[config.mk]
export PLATFORM = sky130hd
export DESIGN_NAME = dma_controller
export DESIGN_NICKNAME = d
export VERILOG_FILES = /design/src/logic/dma_pkg.sv /design/src/logic/dma_controller.sv
export SDC_FILE = /design/constraint.sdc
export NUM_CORES = 1
export LEC_CHECK = 0
export ABC_AREA = 1
export CAP_MARGIN = 20
export CELL_PAD_IN_SITES_DETAIL_PLACEMENT = 1
export CELL_PAD_IN_SITES_GLOBAL_PLACEMENT = 1
export CORE_ASPECT_RATIO = 0.9
export CORE_MARGIN = 8
export CORE_UTILIZATION = 30
export DETAILED_ROUTE_END_ITERATION = 10
export DONT_BUFFER_PORTS = 1
export PLACE_DENSITY = 0.56
export SLEW_MARGIN = 20
export SYNTH_ARGS = -nofsm -noshare
export SYNTH_HDL_FRONTEND = slang
export SYNTH_SLANG_ARGS = --single-unit
[constraint.sdc]
create_clock -name mclk -period 14.75 [get_ports mclk]
set_clock_uncertainty 0.05 [all_clocks]
set_input_delay 0.7375 -clock mclk [delete_from_list [all_inputs] [get_ports mclk]]
set_output_delay 0.7375 -clock mclk [all_outputs]
set_load 0.01 [all_outputs]
[src/logic/dma_pkg.sv]
package dma_pkg;
	localparam int AW = 27;
	localparam logic [15:0] CH0_BASE = 16'h3000;
	localparam logic [15:0] CH1_BASE = 16'h4000;
	localparam logic [3:0] OFF_SRC = 4'h0;
	localparam logic [3:0] OFF_DST = 4'h4;
	localparam logic [3:0] OFF_CNT = 4'h8;
	localparam logic [3:0] OFF_CTRL = 4'hC;
	localparam int RUN_BIT = 0;
	localparam int BUSY_BIT = 1;
	localparam int MODE_LO = 2;
	localparam int DD_BIT = 4;
	localparam int SD_BIT = 5;
	localparam int DF_BIT = 6;
	localparam int SF_BIT = 7;
	localparam int SI_BIT = 8;
	localparam int BT_BIT = 9;
	localparam int TW_LO = 12;
	localparam int CM_BIT = 14;
	localparam logic [15:0] CTRL_RST = 16'h0000;
	localparam logic [15:0] CTRL_WMASK = 16'hFBFD;
	localparam logic [26:0] ADDR_RST = 27'h0000000;
	localparam logic [26:0] CNT_ONE = 27'h0000001;
	localparam logic [1:0] MODE_SW = 2'h0;
	localparam logic [1:0] MODE_EXT = 2'h1;
	localparam logic [1:0] MODE_UART = 2'h2;
	localparam logic [1:0] TW_HALF = 2'h1;
	localparam logic [1:0] TW_WORD = 2'h2;
	localparam logic [26:0] INC_BYTE = 27'h0000001;
	localparam logic [26:0] INC_HALF = 27'h0000002;
	localparam logic [26:0] INC_WORD = 27'h0000004;
	localparam logic [1:0] BEAT_LAST = 2'h3;
	typedef enum logic [1:0] {ST_IDLE = 2'h0, ST_READ = 2'h1, ST_GAP = 2'h3, ST_WRITE = 2'h2} ch_state_t;
	typedef enum logic [2:0] {
		OWN_NONE = 3'h0, OWN_REF = 3'h1, OWN_CH0 = 3'h3, OWN_CH1 = 3'h2, OWN_WBUF = 3'h6, OWN_CPU = 3'h7
	} owner_t;
endpackage

[src/logic/dma_controller.sv]
// Decided for this implementation: the register offsets and the APB register port.
`timescale 1ns/10ps
module dma_controller (
	input wire logic mclk,
	input wire logic resetn,
	input wire logic psel,
	input wire logic penable,
	input wire logic pwrite,
	input wire logic [15:0] paddr,
	input wire logic [31:0] pwdata,
	output logic [31:0] prdata,
	output logic pready,
	output logic pslverr,
	input wire logic [1:0] ext_xfer_req_n,
	output logic [1:0] ext_xfer_grant_n,
	input wire logic uart_req,
	input wire logic [1:0] sio_req,
	input wire logic [1:0] timer_req,
	input wire logic refresh_req,
	input wire logic wbuf_req,
	input wire logic cpu_req,
	output logic refresh_grant,
	output logic wbuf_grant,
	output logic cpu_grant,
	output logic mem_req,
	output logic mem_write,
	output logic [26:0] mem_addr,
	output logic [1:0] mem_size,
	output logic [31:0] mem_wdata,
	input wire logic [31:0] mem_rdata,
	input wire logic mem_done,
	output logic [1:0] done_irq,
	output logic [1:0] stop_irq
);
	logic [1:0] rst_q;
	logic rst_n;
	logic [15:0] ctrl [0:1];
	logic [26:0] src [0:1];
	logic [26:0] dst [0:1];
	logic [26:0] cnt [0:1];
	logic [31:0] data [0:1];
	logic [1:0] beat [0:1];
	dma_pkg::ch_state_t state [0:1];
	dma_pkg::owner_t owner;
	dma_pkg::owner_t pick;
	logic [1:0] want, own, cyc_done, wr_done, last, busy, run, ready;
	logic [1:0] sw_wr, stop_now;
	logic hit, ch_sel, wr_en;
	logic [3:0] off;

	function automatic logic src_ok(input logic [1:0] m, input logic ext_n, input logic u, input logic o);
		case (m)
			dma_pkg::MODE_SW: src_ok = 1'b1;
			dma_pkg::MODE_EXT: src_ok = !ext_n;
			dma_pkg::MODE_UART: src_ok = u;
			default: src_ok = o;
		endcase
	endfunction

	function automatic logic [26:0] step(input logic [26:0] a, input logic down, input logic hold,
		input logic [1:0] tw);
		logic [26:0] inc;
		inc = (tw == dma_pkg::TW_WORD) ? dma_pkg::INC_WORD :
			(tw == dma_pkg::TW_HALF) ? dma_pkg::INC_HALF : dma_pkg::INC_BYTE;
		if (hold)
			step = a;
		else if (down)
			step = a - inc;
		else
			step = a + inc;
	endfunction

	////////////////////////////////////////////////////////////////
	// Reset release
	always_ff @(posedge mclk or negedge resetn) begin
		if (!resetn)
			rst_q <= 2'h0;
		else
			rst_q <= {rst_q[0], 1'b1};
	end
	assign rst_n = rst_q[1];

	////////////////////////////////////////////////////////////////
	// APB decode
	assign ch_sel = (paddr[15:4] == dma_pkg::CH1_BASE[15:4]);
	assign off = paddr[3:0];
	assign hit = ((paddr[15:4] == dma_pkg::CH0_BASE[15:4]) || ch_sel) && (off[1:0] == 2'h0);
	assign pready = 1'b1;
	assign pslverr = psel && penable && !hit;
	assign wr_en = psel && penable && pwrite && hit;

	always_comb begin
		for (int i = 0; i < 2; i++) begin
			sw_wr[i] = wr_en && (ch_sel == i[0]) && (off == dma_pkg::OFF_CTRL);
			run[i] = ctrl[i][dma_pkg::RUN_BIT];
			busy[i] = (state[i] != dma_pkg::ST_IDLE) || (run[i] && cnt[i] != '0);
			stop_now[i] = sw_wr[i] && !pwdata[dma_pkg::RUN_BIT] && busy[i];
			ready[i] = src_ok(ctrl[i][dma_pkg::MODE_LO +: 2], ext_xfer_req_n[i], uart_req,
				|sio_req || |timer_req);
			want[i] = (state[i] == dma_pkg::ST_READ) || (state[i] == dma_pkg::ST_WRITE);
			own[i] = (owner == (i == 0 ? dma_pkg::OWN_CH0 : dma_pkg::OWN_CH1));
			cyc_done[i] = own[i] && mem_done;
			wr_done[i] = cyc_done[i] && (state[i] == dma_pkg::ST_WRITE);
			last[i] = !(ctrl[i][dma_pkg::BT_BIT] && !ctrl[i][dma_pkg::CM_BIT]) || beat[i] == dma_pkg::BEAT_LAST;
		end
	end

	// Read data is latched in the setup phase so pready can stay high
	always_ff @(posedge mclk or negedge rst_n) begin
		if (!rst_n)
			prdata <= 32'h00000000;
		else if (psel && !penable && !hit) begin
			prdata <= 32'h00000000;
		end else if (psel && !penable) begin
			prdata <= 32'h00000000;
			case (off)
				dma_pkg::OFF_SRC: prdata <= {5'h00, src[ch_sel]};
				dma_pkg::OFF_DST: prdata <= {5'h00, dst[ch_sel]};
				dma_pkg::OFF_CNT: prdata <= {5'h00, cnt[ch_sel]};
				dma_pkg::OFF_CTRL: prdata <= {16'h0000, ctrl[ch_sel][15:2], busy[ch_sel], run[ch_sel]};
				default: prdata <= 32'h00000000;
			endcase
		end
	end

	////////////////////////////////////////////////////////////////
	// Channel registers
	always_ff @(posedge mclk or negedge rst_n) begin
		if (!rst_n) begin
			for (int i = 0; i < 2; i++)
				ctrl[i] <= dma_pkg::CTRL_RST;
		end else begin
			for (int i = 0; i < 2; i++) begin
				if (sw_wr[i])
					ctrl[i] <= pwdata[15:0] & dma_pkg::CTRL_WMASK;
				else if (wr_done[i] && last[i] && cnt[i] == dma_pkg::CNT_ONE)
					ctrl[i][dma_pkg::RUN_BIT] <= 1'b0;
			end
		end
	end

	always_ff @(posedge mclk or negedge rst_n) begin
		if (!rst_n) begin
			for (int i = 0; i < 2; i++) begin
				src[i] <= dma_pkg::ADDR_RST;
				dst[i] <= dma_pkg::ADDR_RST;
			end
		end else begin
			for (int i = 0; i < 2; i++) begin
				if (wr_en && ch_sel == i[0] && off == dma_pkg::OFF_SRC)
					src[i] <= pwdata[26:0];
				else if (wr_done[i])
					src[i] <= step(src[i], ctrl[i][dma_pkg::SD_BIT], ctrl[i][dma_pkg::SF_BIT],
						ctrl[i][dma_pkg::TW_LO +: 2]);
				if (wr_en && ch_sel == i[0] && off == dma_pkg::OFF_DST)
					dst[i] <= pwdata[26:0];
				else if (wr_done[i])
					dst[i] <= step(dst[i], ctrl[i][dma_pkg::DD_BIT], ctrl[i][dma_pkg::DF_BIT],
						ctrl[i][dma_pkg::TW_LO +: 2]);
			end
		end
	end

	always_ff @(posedge mclk or negedge rst_n) begin
		if (!rst_n) begin
			for (int i = 0; i < 2; i++)
				cnt[i] <= dma_pkg::ADDR_RST;
		end else begin
			for (int i = 0; i < 2; i++) begin
				if (wr_en && ch_sel == i[0] && off == dma_pkg::OFF_CNT)
					cnt[i] <= pwdata[26:0];
				else if (wr_done[i] && last[i])
					cnt[i] <= cnt[i] - dma_pkg::CNT_ONE;
			end
		end
	end

	always_ff @(posedge mclk or negedge rst_n) begin
		if (!rst_n) begin
			for (int i = 0; i < 2; i++) begin
				data[i] <= 32'h00000000;
				beat[i] <= 2'h0;
			end
		end else begin
			for (int i = 0; i < 2; i++) begin
				if (cyc_done[i] && state[i] == dma_pkg::ST_READ)
					data[i] <= mem_rdata;
				if (wr_done[i])
					beat[i] <= last[i] ? 2'h0 : beat[i] + 2'h1;
			end
		end
	end

	////////////////////////////////////////////////////////////////
	// Channel sequencers
	always_ff @(posedge mclk or negedge rst_n) begin
		if (!rst_n) begin
			for (int i = 0; i < 2; i++)
				state[i] <= dma_pkg::ST_IDLE;
		end else begin
			for (int i = 0; i < 2; i++) begin
				case (state[i])
					dma_pkg::ST_IDLE:
						if (run[i] && cnt[i] != '0 && ready[i])
							state[i] <= dma_pkg::ST_READ;
					dma_pkg::ST_READ:
						if (cyc_done[i])
							state[i] <= run[i] ? dma_pkg::ST_GAP : dma_pkg::ST_IDLE;
						else if (!run[i] && !own[i])
							state[i] <= dma_pkg::ST_IDLE;
					dma_pkg::ST_GAP:
						if (!run[i])
							state[i] <= dma_pkg::ST_IDLE;
						else if (ctrl[i][dma_pkg::MODE_LO +: 2] != dma_pkg::MODE_EXT || !ext_xfer_req_n[i])
							state[i] <= dma_pkg::ST_WRITE;
					dma_pkg::ST_WRITE:
						if (wr_done[i])
							state[i] <= (!last[i] && run[i]) ? dma_pkg::ST_READ : dma_pkg::ST_IDLE;
						else if (!run[i] && !own[i])
							state[i] <= dma_pkg::ST_IDLE;
					default:
						state[i] <= dma_pkg::ST_IDLE;
				endcase
			end
		end
	end

	always_ff @(posedge mclk or negedge rst_n) begin
		if (!rst_n) begin
			done_irq <= 2'h0;
			stop_irq <= 2'h0;
		end else begin
			for (int i = 0; i < 2; i++) begin
				done_irq[i] <= wr_done[i] && last[i] && cnt[i] == dma_pkg::CNT_ONE;
				stop_irq[i] <= stop_now[i] && ctrl[i][dma_pkg::SI_BIT];
			end
		end
	end

	////////////////////////////////////////////////////////////////
	// Bus arbiter and bus cycle
	always_comb begin
		if (refresh_req)
			pick = dma_pkg::OWN_REF;
		else if (want[0])
			pick = dma_pkg::OWN_CH0;
		else if (want[1])
			pick = dma_pkg::OWN_CH1;
		else if (wbuf_req)
			pick = dma_pkg::OWN_WBUF;
		else if (cpu_req)
			pick = dma_pkg::OWN_CPU;
		else
			pick = dma_pkg::OWN_NONE;
	end

	// A channel gives the bus back after every cycle, so others win between read and write
	always_ff @(posedge mclk or negedge rst_n) begin
		if (!rst_n)
			owner <= dma_pkg::OWN_NONE;
		else begin
			case (owner)
				dma_pkg::OWN_NONE: owner <= pick;
				dma_pkg::OWN_CH0, dma_pkg::OWN_CH1:
					if (mem_done)
						owner <= dma_pkg::OWN_NONE;
				dma_pkg::OWN_REF:
					if (!refresh_req)
						owner <= dma_pkg::OWN_NONE;
				dma_pkg::OWN_WBUF:
					if (!wbuf_req)
						owner <= dma_pkg::OWN_NONE;
				dma_pkg::OWN_CPU:
					if (!cpu_req)
						owner <= dma_pkg::OWN_NONE;
				default: owner <= dma_pkg::OWN_NONE;
			endcase
		end
	end

	always_ff @(posedge mclk or negedge rst_n) begin
		if (!rst_n) begin
			mem_addr <= dma_pkg::ADDR_RST;
			mem_write <= 1'b0;
			mem_size <= 2'h0;
			mem_wdata <= 32'h00000000;
		end else if (owner == dma_pkg::OWN_NONE && (pick == dma_pkg::OWN_CH0 || pick == dma_pkg::OWN_CH1)) begin
			mem_write <= state[pick == dma_pkg::OWN_CH1] == dma_pkg::ST_WRITE;
			mem_addr <= state[pick == dma_pkg::OWN_CH1] == dma_pkg::ST_WRITE ?
				dst[pick == dma_pkg::OWN_CH1] : src[pick == dma_pkg::OWN_CH1];
			mem_size <= ctrl[pick == dma_pkg::OWN_CH1][dma_pkg::TW_LO +: 2];
			mem_wdata <= data[pick == dma_pkg::OWN_CH1];
		end
	end

	assign mem_req = own[0] || own[1];
	assign ext_xfer_grant_n = ~own;
	assign refresh_grant = owner == dma_pkg::OWN_REF;
	assign wbuf_grant = owner == dma_pkg::OWN_WBUF;
	assign cpu_grant = owner == dma_pkg::OWN_CPU;
endmodule

==> impl_metrics.csv, run 1 <==
group,metric,value,unit
outcome,status,"complete, no violations",
placement,gp_congestion,0.915,
critical_path,critPathMaxFanout,55,
timing,setup_tns,0,ps
critical_path,worstPathRequired,15160,ps
global_routing,antenna_found_initial,5,
final_layout,multiInputGateArea,15100,um^2
placement,io_buffers,0,
die,start_util,30.3,%
critical_path,startpoint_type,"flop",
pwr,combPwrFrac,19.1,%
final_layout,regArea,9010,um^2
critical_path,criticalPathCategory,"flop to flop",
global_routing,grt.total_usage,24.0,%
die,die_h,299,um
pwr,p_leak,0.0148,uW
final_layout,drive_above_1_share,4.62,%
synth,synth_seq_cells,360,
synth,synthDistinctLibCells,54,
synth,yosysSeqAreaShare,33.8,%
cts,cts_made_buffers,48,
critical_path,critical_path.slowest_cell,"buf_4",
cts,clk_path_buf_depth,3,
timing,rsz0062_at_grt,"no",
timing,slew_headroom,25.1,%
route,vias,26600,
timing,tightestPinTransition,1120,ps
placement,detailed_place_hpwl,91.6,mm
route,drc,0,
final_layout,final_cell_mix,"1390 x nand2_1, 451 x inv_1, 358 x dfrtp_1",
final_layout,layout_commonest_cell,"nand2_1",
route,drt_iter0_markers,2036,
cts,clk_pin_slew,60,ps
cts,ctsResizeCount,0,
route,drtPass1Iterations,6,
synth,synth_ff_type,"dfrtp_1",
timing,post-route-min-period,4430,ps
route,vias_per_cell,5.19,
global_routing,grt_pass1_wl,179,mm
critical_path,slowest_delay,620,ps
synth,synth_top_area_share,33.8,%
timing,setup_viol,0,
route,drt-wirelength-per-cell,23.6,um
cts,cts_tree,"yes",
die,fp.dieW,330,um
run,drv_cap,0,
pwr,swShare,34.7,%
synth,synth_area_leader_cell,"dfrtp_1",
synth,syn-mean-instance-area,6.68,um^2
synth,synthTopCellsByArea,"dfrtp_1 34%, nand2_1 20%, nand3_1 6.5%, inv_1 6.4%, ha_1 5.8%",
critical_path,r2r_slack,10320,ps
final_layout,area_delta_synth_final,9.81,%
route,wl,121,mm
cts,cts_sinks,360,
route,antenna_left,0,
timing,whs,213,ps
global_routing,grt_max_degree,130,
cts,cts_setup_buffers,0,
global_routing,grt_overflow,0,
worst_hold_path,hold_path.class,"input pin to flop",
pwr,p_switching,1110,uW
final_layout,layout.nets,4148,
critical_path,worstPathCellList,"inv_1, ha_1, nor2_4, buf_4, nand2_4, buf_4, nand3_1, o31ai_4, buf_4, o211ai_1, o211ai_1, nand2_1",
pwr,ir_worst_vdd,0.000107,V
synth,synth_area,26600,um^2
die,core,87900,um^2
cts,clk_latency,600,ps
pwr,p_per_area,109,nW/um^2
final_layout,post-route-util,33.3,%
timing,fmax,226,MHz
timing,timing_hold_violations_final,0,
synth,ys_async_sr_fraction,100,%
cts,ctsHoldBuffers,1,
die,fp-row-count,103,
pwr,seqPwrFrac,41.1,%
synth,synth_edf_count,0,
die,die_area,98600,um^2
critical_path,worstSetupEndpointType,"flop",
critical_path,crit_top_cell,"buf_4",
synth,yosys_warnings,0,
critical_path,crit_arrival,4840,ps
synth,synth_cells,3984,
pwr,power_frac_clock,39.8,%
timing,period_share,30.0,%
timing,slew_violations,0,
cts,htreeDepth,2,
global_routing,grt_pass1_vias,26500,
cts,cts_root_buf,"clkbuf_16",
die,io_pins,202,
final_layout,num-fill-cells,11200,
pwr,intPower,2080,uW
stage by stage:
step	total power (uW)	setup slack, ps	instances	cell area [um^2]
after floorplan	1720	3920	3989	26700
after global placement	1930	10380	5028	27500
after detailed placement	1950	10360	5028	27500
after CTS	3240	10390	5118	29200
after global routing	3370	10140	5118	29200
final	3190	10320	5120	29200
path summary, 6_finish.rpt:
| check | cells after the start | startpoint | to |
|---|---|---|---|
| hold / removal | 2 | pwdata[16] | cnt[16] |
| setup / recovery | 12 | state[3] | mem_addr[26] |
| setup reg to reg | 12 | state[3] | mem_addr[26] |
| max in group asynchronous | 2 | rst_q[1] | ctrl[18] |
| min in group asynchronous | 0 | rst_q[1] | data[38] |
| hold reg to reg | 0 | rst_q[0] | rst_q[1] |
synthesized netlist by cell type, drive strengths merged, types with 7 or more instances:
cell,number
nand2,1398
inv,472
dfrtp,360
nand3,355
o21ai,292
nor2,280
a21oi,155
ha,124
o211ai,117
buf,82
xor2,73
nand4,69
clkbuf,57
a31oi,35
nor3,32
nand3b,15
o21bai,12
or2,11
xnor2,9
nor4,7
worst max-delay path: cells and delay by family (launching register included):
family                     cells  cell delay [ps]
AOI/OAI and AO/OA              3              820
adders and majority gates      1              450
buffers and inverters          4             1540
DFF                            1              460
and+or+nand+nor                4              860
power by group through the flow:
stage          sequential, uW  clock [uW]  combinational [uW]
2_1_floorplan            1290           0                 423
3_3_place_gp             1330           0                 603
3_5_place_dp             1330           0                 614
4_1_cts                  1320        1300                 616
5_1_grt                  1340        1330                 695
6_report                 1310        1270                 610
cell families (layout without fill, tap and decap cells):
| kind of cell | count (synthesis) | after routing | share of synthesized area [%] |
|---|---|---|---|
| XOR/XNOR | 82 | 82 | 2.70 |
| AO/OA/AOI/OAI | 623 | 623 | 13.3 |
| AND/OR/NAND/NOR | 2174 | 2174 | 34.4 |
| multiplexers | 1 | 1 | 0.0423 |
| buffers and inverters | 614 | 588 | 9.59 |
| flip-flops | 360 | 360 | 33.8 |
| other | 2 | 9 | 0.0282 |
| adder cells (fa/ha/maj) | 128 | 128 | 6.13 |
routing by layer:
layer  share of wire, %  global-route usage, %
met5               0.13                      0
met4                2.9                   6.60
met3                7.5                   6.15
met2                 42                   35.4
met1                 48                   34.4
flip-flops by register name, indices dropped and copies added, names as in the netlist:
register	cells
beat	4
cnt	54
ctrl	28
data	64
done_irq	2
dst	54
mem_addr	27
mem_size	2
mem_wdata	32
mem_write	1
owner	3
prdata	27
rst_q	2
src	54
state	4
stop_irq	2
cell type report:
type,count,area share [%]
Clock buffer,63,4.64
Inverter,475,6.11
Tap cell,1155,4.94
Clock inverter,26,1.10
Antenna cell,2,0.0171
Sequential cell,360,30.8
Multi-Input combinational cell,3015,51.7
Timing Repair Buffer,24,0.667
Note: power is estimated with default switching activity, not from simulation.
==> run 2, diff against run 1 <==
- clock period: 14.75 -> 4.1 ns (I/O delays scaled with it)
==> run 2 against run 1 <==
- register-to-register slack worse by 10000 ps
- sequential power grew to 3.6 times the previous value
- flip-flop and latch count is the same
- combinational power increased to 3.9 times the previous value
- worst hold slack worse by 170 ps
- die area did not move
- via count is 2.7% higher
- global-route usage is 0.62 points higher
- core utilization up 1.0 points
- critical path depth shrank 4
- critical endpoint is now owner[1]
- largest power group unchanged
==> impl_metrics.csv, run 2 (synthesis gave the netlist of run 1 again) <==
group,metric,value,unit
pwr,p_total,11300,uW
final_layout,layout_commonest_cell,"nand2_1",
worst_hold_path,hold_depth,5,
cts,cts_tree,"yes",
timing,period_share,91.7,%
critical_path,r2r_slack,340,ps
pwr,p_switching,4060,uW
global_routing,grt_pass1_vias,27100,
placement,detailed_place_hpwl,93.9,mm
critical_path,worstPathRequired,4530,ps
global_routing,met2_usage,37.9,%
global_routing,met1_usage,36.4,%
global_routing,grt.total_usage,24.6,%
route,drtPass1Iterations,5,
die,die_h,299,um
final_layout,largest_reg_flops,64,
timing,setup_tns,0,ps
die,start_util,30.3,%
pwr,seqPwrFrac,42.4,%
final_layout,stdcell_area,30100,um^2
critical_path,criticalPathCategory,"flop to flop",
timing,slew_headroom,20.7,%
final_layout,area_delta_synth_final,13.1,%
cts,clk_pin_slew,60,ps
pwr,p_leak,0.0152,uW
timing,slew_violations,0,
critical_path,critical_path.slowest_cell,"o21ai_4",
global_routing,grt_max_degree,143,
die,die_area,98600,um^2
timing,tightestPinTransition,1190,ps
global_routing,busiest_layer,"met2",
final_layout,regMostFlops,"data",
critical_path,cp_num_buf_inv,3,
timing,timing_hold_violations_final,0,
global_routing,use_met3,3.74,%
critical_path,rr_endpoint,"owner[1]",
cts,htreeDepth,2,
global_routing,grt_pass1_wl,184,mm
route,wl,124,mm
final_layout,drive_above_1_share,4.73,%
cts,clk_path_buf_depth,3,
timing,whs,39.8,ps
cts,clk_latency,600,ps
die,core,87900,um^2
die,io_pins,202,
route,drc,0,
critical_path,r2r-start,"state[0]",
critical_path,slowest_delay,940,ps
die,fp.dieW,330,um
route,drt_iter0_markers,2426,
worst_hold_path,hold-path-endpoint,"mem_addr[26]",
pwr,p_per_area,374,nW/um^2
final_layout,layout.nets,4248,
route,vias_per_cell,5.23,
pwr,swShare,36.0,%
route,drt-wirelength-per-cell,23.7,um
critical_path,cp_top_family,"compound AO/OA/AOI/OAI gates",
cts,cts_root_buf,"clkbuf_16",
critical_path,startpoint_type,"flop",
pwr,power_frac_clock,36.4,%
critical_path,critPathMaxFanout,28,
pwr,ir_worst_vdd,0.000268,V
critical_path,crit_arrival,4180,ps
worst_hold_path,hp-start,"refresh_req",
critical_path,worstPathCellList,"inv_1, ha_1, o21ai_4, nor2_4, buf_4, a31oi_1, nand3_1, dlygate4sd3_1",
route,antenna_left,0,
pwr,combPwrFrac,21.2,%
cts,cts_sinks,360,
placement,io_buffers,0,
final_layout,num-fill-cells,11200,
run,drv_cap,0,
placement,place_area,27800,um^2
cts,cts_made_buffers,46,
critical_path,worstSetupEndpointType,"flop",
timing,rsz0062_at_grt,"no",
timing,fmax,266,MHz
timing,setup_viol,0,
placement,gp_congestion,0.909,
pwr,intPower,7220,uW
die,fp-row-count,103,
cts,ctsResizeCount,0,
route,vias,27300,
timing,post-route-min-period,3760,ps
global_routing,antenna_found_initial,23,
critical_path,reg2reg_depth,8,
worst_hold_path,hold_path.class,"input pin to flop",
final_layout,final_cell_mix,"1390 x nand2_1, 451 x inv_1, 359 x dfrtp_1",
global_routing,grt_overflow,0,
outcome,status,"complete, no violations",
==> run 2: cell types whose count changed in the layout (fill, tap and decap cells not counted) <==
cell,change
clkinv_2,-1
clkinvlp_4,-2
bufinv_16,-5
buf_12,+8
dfrtp_1,+1
dfrtp_2,-1
clkbuf_8,+1
clkbuf_1,+7
diode_2,+4
clkbuf_16,-2
buf_2,+1
buf_4,+12
clkinv_4,-2
dlygate4sd3_1,+81
==> run 2: power groups by stage <==
stage | clock network (uW) | registers (uW) | logic, uW
floorplan | 0 | 4650 | 1520
global route | 4330 | 4860 | 2680
finish | 4100 | 4780 | 2390
CTS | 4220 | 4810 | 2400
global placement | 0 | 4860 | 2160
detailed placement | 0 | 4870 | 2200
==> run 2: worst max path at each step <==
stage / from / to / slack (ps) / depth (start not counted)
6_report: state[0] / owner[1] / 340 / 8
4_1_cts: state[0] / owner[1] / 350 / 8
5_1_grt: state[0] / owner[1] / 180 / 8
2_1_floorplan: rst_q[1] / beat[0] / 500 / 0
3_5_place_dp: state[0] / owner[1] / 910 / 7
3_3_place_gp: state[0] / owner[1] / 950 / 7
==> run 2: layer usage <==
| layer | part of all wire (%) | up-vias |
|---|---|---|
| li1 | - | 13000 |
| met1 | 48 | 13400 |
| met2 | 43 | 717 |
| met3 | 6.7 | 135 |
| met4 | 2.0 | 8 |
| met5 | 0.046 | - |
==> run 2: tightest hold or removal path: cells and delay by family <==
| kind | cells | cell delay (ps) |
|---|---|---|
| simple gates | 3 | 150 |
| compound gates | 2 | 280 |
==> run 2: layout make-up <==
class	count	area, um^2	area share, %
diodes	6	15.0	0.0498
clock buffers	69	1350	4.47
repair buffers	126	1260	4.19
inverters	475	1790	5.94
flip-flops and latches	360	9010	29.9
well taps	1155	1450	4.80
clock inverters	16	134	0.444
multi-input cells	3015	15100	50.2
==> run 2: metrics by stage <==
step           setup slack (ps)  instances  utilization (%)
3_5_place_dp                909       5046             31.6
3_3_place_gp                948       5046             31.6
5_1_grt                     175       5220             34.3
4_1_cts                     354       5216             34.3
6_report                    342       5222             34.3
2_1_floorplan               498       3989                -
==> run 2: repair_timing <==
item,CTS,global route
hold buffers,85,0
endpoints found under the hold margin,262,0
buffers inserted,0,0
